File: config.mk
export PLATFORM = sky130hd
export DESIGN_NAME = dsw_write_port
export DESIGN_NICKNAME = d
export VERILOG_FILES = /design/src/dsw_pkg.sv /design/src/dsw_write_port.sv /design/src/dsw_sync.sv
export SDC_FILE = /design/constraint.sdc
export NUM_CORES = 1
export LEC_CHECK = 0
export ABC_AREA = 0
export BUFFER_PORTS_ARGS = -buffer_cell sky130_fd_sc_hd__buf_2
export CAP_MARGIN = 15
export CORE_ASPECT_RATIO = 0.75
export CORE_UTILIZATION = 50
export CTS_CLUSTER_SIZE = 24
export DETAILED_ROUTE_END_ITERATION = 6
export PLACE_DENSITY = 0.72
export SETUP_SLACK_MARGIN = 0.4
export SYNTH_ARGS = -nofsm -noshare
export SYNTH_HDL_FRONTEND = slang
export SYNTH_SLANG_ARGS = --single-unit
File: constraint.sdc
create_clock -name clk_sys -period 2.3 [get_ports clk_sys]
set_input_delay 0.46 -clock clk_sys [delete_from_list [all_inputs] [get_ports clk_sys]]
set_output_delay 0.46 -clock clk_sys [all_outputs]
set_load 0.03 [all_outputs]
File: src/dsw_pkg.sv
/*
  dsw_pkg: constants shared by the serial write port of the converter.
  assumes: system clock of 250 MHz samples the three serial pins.
*/
`default_nettype none
package dsw_pkg;
  localparam int unsigned DSW_WORD_BITS = 16;
  localparam int unsigned DSW_CNT_W = 5;
  localparam int unsigned DSW_DATA_W = 8;
  localparam int unsigned DSW_MODE_W = 2;
  // field positions, bit 15 is the first bit shifted in
  localparam int unsigned DSW_MODE_MSB = 13;
  localparam int unsigned DSW_MODE_LSB = 12;
  localparam int unsigned DSW_DATA_MSB = 11;
  localparam int unsigned DSW_DATA_LSB = 4;
  localparam logic [DSW_DATA_W-1:0] DSW_DATA_RST = 8'h00;
  localparam logic [DSW_CNT_W-1:0] DSW_CNT_FULL = 5'h10;
  // serial clock limits for the controller; the system clock must
  // sample each half period at least twice
  localparam int unsigned DSW_SCLK_MAX_HI_MHZ = 30;
  localparam int unsigned DSW_SCLK_MAX_LO_MHZ = 20;
  localparam int unsigned DSW_SYS_MHZ = 250;
  localparam int unsigned DSW_SYNC_STAGES = 2;
  typedef enum logic [1:0] {
    DSW_MODE_NORMAL = 2'b00,
    DSW_MODE_PD_1K = 2'b01,
    DSW_MODE_PD_100K = 2'b10,
    DSW_MODE_PD_TRI = 2'b11
  } dsw_mode_e;
  typedef enum logic [1:0] {
    DSW_ST_IDLE = 2'b00,
    DSW_ST_SHIFT = 2'b01,
    DSW_ST_DONE = 2'b11
  } dsw_state_e;
endpackage : dsw_pkg
`default_nettype wire

File: src/dsw_write_port.sv
/*
  dsw_write_port: receive-only three-wire serial write port holding the
  converter data register and the operating mode.
  assumes: frame select, serial clock and data come from an outside
  controller and are oversampled by clk_sys; no software registers.
  limitation: pin edges reach the outputs about three clocks late.
*/
// Behaviour
// - a sixteen-bit shift register collects one whole write word
// - data is sampled on the falling edges of the serial clock, up to sixteen per word
// - frame select is a level, active low, framing each word
// - frame select low enables shifting, one bit per falling edge
// - converter register updates only after the sixteenth edge
// - frame select rising before sixteenth edge aborts the write
// - word: two ignored, two mode, eight data, four ignored bits
// - mode bits pick normal or one of three power-downs at completion
// - abort clears the shift register, data and mode untouched
// - a new word needs a fresh falling edge of frame select
`default_nettype none
module dsw_write_port
  import dsw_pkg::*;
#(
  parameter int unsigned SYS_MHZ = dsw_pkg::DSW_SYS_MHZ
) (
  input wire logic clk_sys,
  input wire logic reset_n,
  input wire logic sync_n,
  input wire logic sclk,
  input wire logic sdin,
  output logic [dsw_pkg::DSW_DATA_W-1:0] dac_data,
  output var dsw_pkg::dsw_mode_e op_mode,
  output logic load_pulse,
  output logic abort_pulse,
  output logic busy
);
  import dsw_pkg::*;

  // oversampling must see both serial clock phases at top speed: two
  // samples per half period, so a short half is never merged away
  localparam int unsigned SYS_MHZ_MIN = 4 * DSW_SCLK_MAX_HI_MHZ;
  localparam int unsigned PIN_N = 3;
  // frame select and serial clock idle high, data low
  localparam logic [PIN_N-1:0] PIN_IDLE = 3'b110;

  if (SYS_MHZ < SYS_MHZ_MIN) begin : g_bad_sys_mhz
    $error("dsw_write_port: SYS_MHZ too low for the serial clock");
  end
  // the counter must reach one whole word and both fields must fit
  if ((2 ** DSW_CNT_W) <= DSW_WORD_BITS) begin : g_bad_cnt_w
    $error("dsw_write_port: counter too narrow for one word");
  end
  if (DSW_CNT_FULL != DSW_CNT_W'(DSW_WORD_BITS)) begin : g_bad_cnt_end
    $error("dsw_write_port: counter end differs from word length");
  end
  if (DSW_DATA_MSB - DSW_DATA_LSB + 1 != DSW_DATA_W) begin : g_bad_data
    $error("dsw_write_port: data field width is wrong");
  end
  if (DSW_MODE_MSB - DSW_MODE_LSB + 1 != DSW_MODE_W) begin : g_bad_mode
    $error("dsw_write_port: mode field width is wrong");
  end
  if (DSW_MODE_MSB >= DSW_WORD_BITS) begin : g_bad_pos
    $error("dsw_write_port: mode field lies beyond the word");
  end
  if (DSW_MODE_LSB <= DSW_DATA_MSB) begin : g_bad_overlap
    $error("dsw_write_port: mode and data fields overlap");
  end

  logic [PIN_N-1:0] pins_s;
  logic sync_n_s;
  logic sclk_s;
  logic sdin_s;
  logic sync_n_d_reg;
  logic sclk_d_reg;
  dsw_state_e state_reg;
  dsw_state_e state_next;
  logic [DSW_WORD_BITS-1:0] shift_reg;
  logic [DSW_WORD_BITS-1:0] shift_next;
  logic [DSW_CNT_W-1:0] cnt_reg;
  logic [DSW_CNT_W-1:0] cnt_next;
  logic [DSW_DATA_W-1:0] data_reg;
  dsw_mode_e mode_reg;
  logic load_reg;
  logic abort_reg;
  logic sclk_fall;
  logic frame_fall;
  logic frame_rise;
  logic frame_on;
  logic frame_live;
  logic shift_take;
  logic word_done;
  logic early_abort;
  logic [DSW_WORD_BITS-1:0] word_full;
  logic [DSW_DATA_W-1:0] word_data;
  dsw_mode_e word_mode;

  // resets to the idle pin levels, so no false edge follows reset
  dsw_sync #(
    .WIDTH(PIN_N),
    .RST_VAL(PIN_IDLE)
  ) u_sync (
    .clk_sys(clk_sys),
    .reset_n(reset_n),
    .async_in({sync_n, sclk, sdin}),
    .sync_out(pins_s)
  );

  assign sync_n_s = pins_s[2];
  assign sclk_s = pins_s[1];
  assign sdin_s = pins_s[0];

  // edge detection only looks at the synchronised copies
  assign sclk_fall = sclk_d_reg & ~sclk_s;
  assign frame_fall = sync_n_d_reg & ~sync_n_s;
  assign frame_rise = ~sync_n_d_reg & sync_n_s;
  assign frame_on = ~sync_n_s;
  // a fall seen together with the rising frame select still counts, so
  // frame select may rise right at the sixteenth edge
  assign frame_live = frame_on | frame_rise;
  assign shift_take = (state_reg == DSW_ST_SHIFT) && frame_live && sclk_fall;
  assign word_done = shift_take && (cnt_reg == DSW_CNT_FULL - 5'h01);
  assign early_abort = (state_reg == DSW_ST_SHIFT) && frame_rise &&
    !word_done;
  assign word_full = {shift_reg[DSW_WORD_BITS-2:0], sdin_s};
  // field decode of the word with its last bit already appended
  assign word_data = word_full[DSW_DATA_MSB:DSW_DATA_LSB];
  assign word_mode = dsw_mode_e'(word_full[DSW_MODE_MSB:DSW_MODE_LSB]);

  always_comb begin
    state_next = state_reg;
    shift_next = shift_reg;
    cnt_next = cnt_reg;
    unique case (state_reg)
      DSW_ST_IDLE: begin
        if (frame_fall) begin
          state_next = DSW_ST_SHIFT;
          shift_next = '0;
          cnt_next = '0;
        end
      end
      DSW_ST_SHIFT: begin
        if (early_abort) begin
          state_next = DSW_ST_IDLE;
          shift_next = '0;
          cnt_next = '0;
        end else if (shift_take) begin
          shift_next = word_full;
          cnt_next = cnt_reg + 5'h01;
          if (word_done) begin
            state_next = DSW_ST_DONE;
          end
        end
      end
      DSW_ST_DONE: begin
        // clocks are ignored here; a completed word needs frame select
        // to go high before the next one can start
        if (sync_n_s) begin
          state_next = DSW_ST_IDLE;
        end
      end
      default: begin
        state_next = DSW_ST_IDLE;
        shift_next = '0;
        cnt_next = '0;
      end
    endcase
  end

  // edge history resets to the same idle levels as the synchroniser
  always_ff @(posedge clk_sys or negedge reset_n) begin
    if (!reset_n) begin
      sync_n_d_reg <= 1'b1;
      sclk_d_reg <= 1'b1;
    end else begin
      sync_n_d_reg <= sync_n_s;
      sclk_d_reg <= sclk_s;
    end
  end

  always_ff @(posedge clk_sys or negedge reset_n) begin
    if (!reset_n) begin
      state_reg <= DSW_ST_IDLE;
      shift_reg <= '0;
      cnt_reg <= '0;
    end else begin
      state_reg <= state_next;
      shift_reg <= shift_next;
      cnt_reg <= cnt_next;
    end
  end

  // data and mode load together only at word completion, so a partial
  // or aborted word can never leave the two out of step
  always_ff @(posedge clk_sys or negedge reset_n) begin
    if (!reset_n) begin
      data_reg <= DSW_DATA_RST;
      mode_reg <= DSW_MODE_NORMAL;
    end else if (word_done) begin
      data_reg <= word_data;
      mode_reg <= word_mode;
    end
  end

  // one-cycle status pulses, registered so they line up with the data
  always_ff @(posedge clk_sys or negedge reset_n) begin
    if (!reset_n) begin
      load_reg <= 1'b0;
      abort_reg <= 1'b0;
    end else begin
      load_reg <= word_done;
      abort_reg <= early_abort;
    end
  end

  assign dac_data = data_reg;
  assign op_mode = mode_reg;
  assign load_pulse = load_reg;
  assign abort_pulse = abort_reg;
  // busy covers only the shifting state; a finished word that waits for
  // frame select to rise is no longer busy
  assign busy = (state_reg == DSW_ST_SHIFT);
endmodule : dsw_write_port
`default_nettype wire

File: src/dsw_sync.sv
/*
  dsw_sync: two-flop synchroniser for a bundle of asynchronous pins.
  assumes: inputs are stable levels slower than the sampling clock.
*/
`default_nettype none
module dsw_sync #(
  parameter int unsigned WIDTH = 3,
  parameter logic [WIDTH-1:0] RST_VAL = '0
) (
  input wire logic clk_sys,
  input wire logic reset_n,
  input wire logic [WIDTH-1:0] async_in,
  output logic [WIDTH-1:0] sync_out
);
  logic [WIDTH-1:0] meta_reg;

  if (WIDTH < 1) begin : g_bad_width
    $error("dsw_sync: WIDTH must be at least 1");
  end

  // meta_reg feeds nothing but the second stage
  always_ff @(posedge clk_sys or negedge reset_n) begin
    if (!reset_n) begin
      meta_reg <= RST_VAL;
      sync_out <= RST_VAL;
    end else begin
      meta_reg <= async_in;
      sync_out <= meta_reg;
    end
  end
endmodule : dsw_sync
`default_nettype wire

# After elaboration in Yosys (flattened, before gate mapping)
# Cells that the tools add are included.
[word_totals]
reg_bits = 40
in_bits = 5
out_inout_bits = 13
elab_cells = 50
[classes]
add_sub_neg = 1
eq_ne = 7
n_mux = 14
bitwise = 8
n_reduce_logical = 9
[ops]
columns = ["operator", "count"]
rows = [
  ["two-way mux 13 bit", 3],
  ["case mux 13 bit (3 select lines)", 1],
  ["two-way mux 5 bit", 3],
  ["case mux 5 bit (3 select lines)", 1],
  ["two-way mux 2 bit", 5],
  ["inequality test 3 x 1 -> 1 bit, second input constant", 2],
  ["case mux 2 bit (3 select lines)", 1],
  ["adder 5 x 1 -> 5 bit, second input constant", 1],
  ["== test 5 x 4 -> 1 bit, second input constant", 1],
  ["logical AND 1 bit", 5],
  ["inverter 1 bit", 4],
  ["AND reduction 4 bit", 1],
  ["AND 1 bit", 3],
  ["AND reduction 3 bit", 1],
  ["== test 2 x 1 -> 1 bit, second input constant", 1],
  ["== test 2 bit, second input constant", 1],
  ["logical NOT 2 bit", 1],
  ["inequality test 2 x 1 -> 1 bit, second input constant", 1],
  ["inequality test 2 bit, second input constant", 1],
  ["logical NOT 1 bit", 1],
  ["OR 1 bit", 1],
]

# Depth between registers and ports, before layout
[logic_depth]
word_depth = 10
depth_mapped = 8
mapped_depth_nobuf = 7

# By module
# A second synthesis with hierarchy kept.
[unflattened]
cells_unflattened = 110
area_unflattened_um2 = 1582.8
[modules_own_cells]
columns = ["mod", "instances", "cells_each", "area_each_um2", "seq_area_each_um2"]
rows = [
  ["dsw_write_port", 1, 104, 1427.6, 853.3],
  ["dsw_sync", 1, 6, 155.1, 155.1],
]

# Least setup slack after synthesis
# Ideal clock, no wire load.
[synth_path]
kind = "flip-flop to flip-flop"
start = "reg cnt_reg[0]"
end = "reg cnt_reg[3]"
setup_ns = 0.127
arrival_ns = 1.600
required_time_ns = 2.173
path_slack_ns = 0.573
path_stages_with_launch = 8
path_buffers = 0
period_less_slack_ns = 1.727
cell_sequence = "dfrtp_1 > ha_1 > and3_1 > ha_1 > nand3b_1 > a311oi_1 > and3_1 > a221o_2"
[synth_via]
elab_chain_len = 6
elab_cells_between_ends = 10
cone_classes = "add/sub (1); eq/ne (2); mux (3); reduce/logical (4)"
[synth_lines]
columns = ["element", "line_no", "text"]
rows = [
  ["start, declared", "dsw_write_port.sv:78", "logic [DSW_CNT_W-1:0] cnt_reg;"],
  ["start signal, assigned", "dsw_write_port.sv:187", "cnt_reg <= cnt_next;"],
  ["parallel branches: the longest is 6 deep, another holds adder 5 x 1 -> 5 bit", "--", ""],
]
# Parallel ways; which one is timed is not known. The select of a mux whose other input is x is not followed.
# A chain may end at the register's enable or synchronous reset.

# Final worst setup path
# Same ends and word-level chain as after synthesis.

==> results.json <==
{
  "synth_cells": 126,
  "yosys_warnings": 0,
  "dpl_cell_area_um2": 1700,
  "drc_errors": 0,
  "synth_most_common_cell": "dfrtp_1",
  "synthArstFlopShare_pct": 100,
  "insertion_delay_ns": 0.30,
  "setup_ws_ns": 0.419,
  "synth-compound-area-share_pct": 15.9,
  "track_usage_pct": 18.5,
  "synth_flop_cell": "dfrtp_1",
  "ir_worst_vdd_uv": 421,
  "hold_class": "in -> async",
  "cp.arrival_ns": 2.07,
  "tightest_slew_ns": 0.845,
  "cts-buffers-inserted": 5,
  "crit_fanout": 3,
  "setup_violations": 0,
  "outcome": "finished, final reports clean",
  "synthDistinctLibCells": 29,
  "nFillCells": 240,
  "die_x_um": 66.9,
  "wl_per_cell_um": 14.0,
  "cp-end-kind": "register",
  "tns_ns": 0,
  "cts_tree": "built",
  "synth-seq-cells": 40,
  "grt_pass1_vias": 935,
  "antenna_cells": 0,
  "synthTopCellsByCount": "34 x dfrtp_1, 32 x nand2_1, 15 x a22o_2",
  "synth-xor-area-share_pct": 0,
  "final_max_slew_viol_count": 0,
  "die_h_um": 50.7,
  "final_antenna_net_count": 0,
  "syn_area_um2": 1580,
  "antenna_found_initial": 0,
  "power.density_nw_per_um2": 737,
  "area_growth_pct": 18.5,
  "dr_total_vias": 1007,
  "via_per_inst": 5.24,
  "fin_nets": 160,
  "place_ws_ns": 0.406,
  "clkTransAtPathRegs_ns": 0.08,
  "clk_path_buf_depth": 2,
  "finalCriticalPeriod_ns": 1.88,
  "startpoint_type": "register",
  "yosys.area.top_type": "dfrtp_1",
  "synthTopCellsByArea": "dfrtp_1 54%, dfstp_2 10%, a22o_2 9.5%",
  "fin_skew_ns": 0.00964,
  "p_leak_nw": 0.998,
  "grt_pass1_wl_um": 4420,
  "ctsHoldBuffers": 0,
  "cp_data_required_time_ns": 2.49,
  "cap_violations": 0,
  "synth_top_area_share_pct": 53.8,
  "grt_max_degree": 41,
  "rsz0062_at_grt": "false",
  "whs_ns": 0.258,
  "h-tree-depth": 2,
  "drtIter0Drc": 50,
  "crit_type": "reg -> reg",
  "regArea_um2": 1010,
  "cts-root-buf": "clkbuf_8",
  "clock-sinks": 40,
  "instances_no_fill": 192,
  "gp_congestion": 0.881,
  "synth_nets": 133,
  "clock.fmax_mhz": 532,
  "synthSimpleGateAreaFrac_pct": 15.0,
  "rows": 17,
  "finalCritPeriodShare_pct": 81.8,
  "finalHoldViolations": 0,
  "ys_seq_area_share_pct": 63.8,
  "globalRouteOverflowTotal": 0,
  "floorplan.core_area_um2": 2980,
  "design_area_um2": 1870,
  "first_pass_iters": 4,
  "drive_above_1_share_pct": 41.6,
  "start_util_pct": 53.1,
  "synth_edf_count": 0,
  "synth_fa_ha_area_share_pct": 1.58,
  "muxShareOfSynthArea_pct": 0.713,
  "routed_wl_um": 2680,
  "synth_top_family_by_area": "compound AO/OA/AOI/OAI gates",
  "relSlewSlack_pct": 43.6,
  "largest_reg_flops": 13,
  "multi_input_comb_area_um2": 533,
  "dp_cells": 179,
  "dieArea_um2": 3390,
  "place_hpwl_um": 1720,
  "syn_avg_cell_area_um2": 12.5,
  "io_buffers": 17,
  "io_pins": 18
}
## worst max-delay path, cell delays in order, from the launching register on
cell and delay [ns]:
dfrtp_1 0.40, ha_1 0.22, and3_1 0.19, ha_2 0.18, nand3b_1 0.12, a311oi_2 0.14, and3_1 0.21, a221o_2 0.30
## stage by stage
| step | utilization [%] | total power [mW] |
|---|---|---|
| finish | 62.9 | 1.38 |
| global route | 62.9 | 1.43 |
| CTS | 60.9 | 1.38 |
| detailed placement | 57.2 | 0.821 |
| global placement | 57.2 | 0.818 |
| floorplan | - | 0.792 |
## layer usage
| layer | GRT usage [%] | part of all wire, % |
|---|---|---|
| met1 | 25.4 | 51 |
| met2 | 25.4 | 42 |
| met3 | 6.14 | 4.1 |
| met4 | 10.6 | 2.4 |
| met5 | 0 | 0 |
## report_power, final
part | switching [mW] | internal (mW) | leakage [nW] | total (mW)
sequential | 0.0124 | 0.721 | 0.530 | 0.734
combinational | 0.0491 | 0.0320 | 0.414 | 0.0811
clock | 0.246 | 0.321 | 0.0541 | 0.566
total | 0.307 | 1.07 | 0.998 | 1.38
## final cells by class
cell class	instances	area share (%)
Multi-Input combinational cell	76	28.5
Clock buffer	5	3.67
Inverter	6	1.20
Timing Repair Buffer	24	8.02
Clock inverter	3	2.27
Sequential cell	40	53.8
Tap cell	38	2.54
## cell usage in the layout, fill, tap and decap left out, types with 2 or more instances in the layout
cell type,count
clkbuf_8,5
dfstp_2,6
and3b_1,2
buf_4,6
nand3_1,2
nor2b_1,2
dfrtp_1,34
o21ai_0,3
buf_2,17
and3_1,2
a22o_2,15
inv_1,6
a21boi_4,2
nand2_1,32
## logic make-up after synthesis
logic type      after synthesis
fa+ha+maj                     2
mux                           1
flops                        40
simple gates                 48
buf+inv                      10
compound gates               25
## repair_timing
item | in CTS | in global routing
buffers inserted | 0 | 5
setup endpoints to repair | 0 | 2
gates resized for setup | 0 | 2
## final timing paths
path / startpoint / end / slack, ns / depth (start not counted)
worst max-delay path: cnt_reg[0] / cnt_reg[3] / 0.42 / 7
max in group asynchronous: reset_n / shift_reg[1] / 1.50 / 1
worst max register to register: cnt_reg[0] / cnt_reg[3] / 0.42 / 7
worst min register to register: u_sync.meta_reg[1] / u_sync.sync_out[1] / 0.36 / 0
worst min-delay path: reset_n / op_mode[1] / 0.26 / 1
min in group clk_sys: sync_n / u_sync.meta_reg[2] / 0.26 / 1
Note: power is estimated with default switching activity, not from simulation.
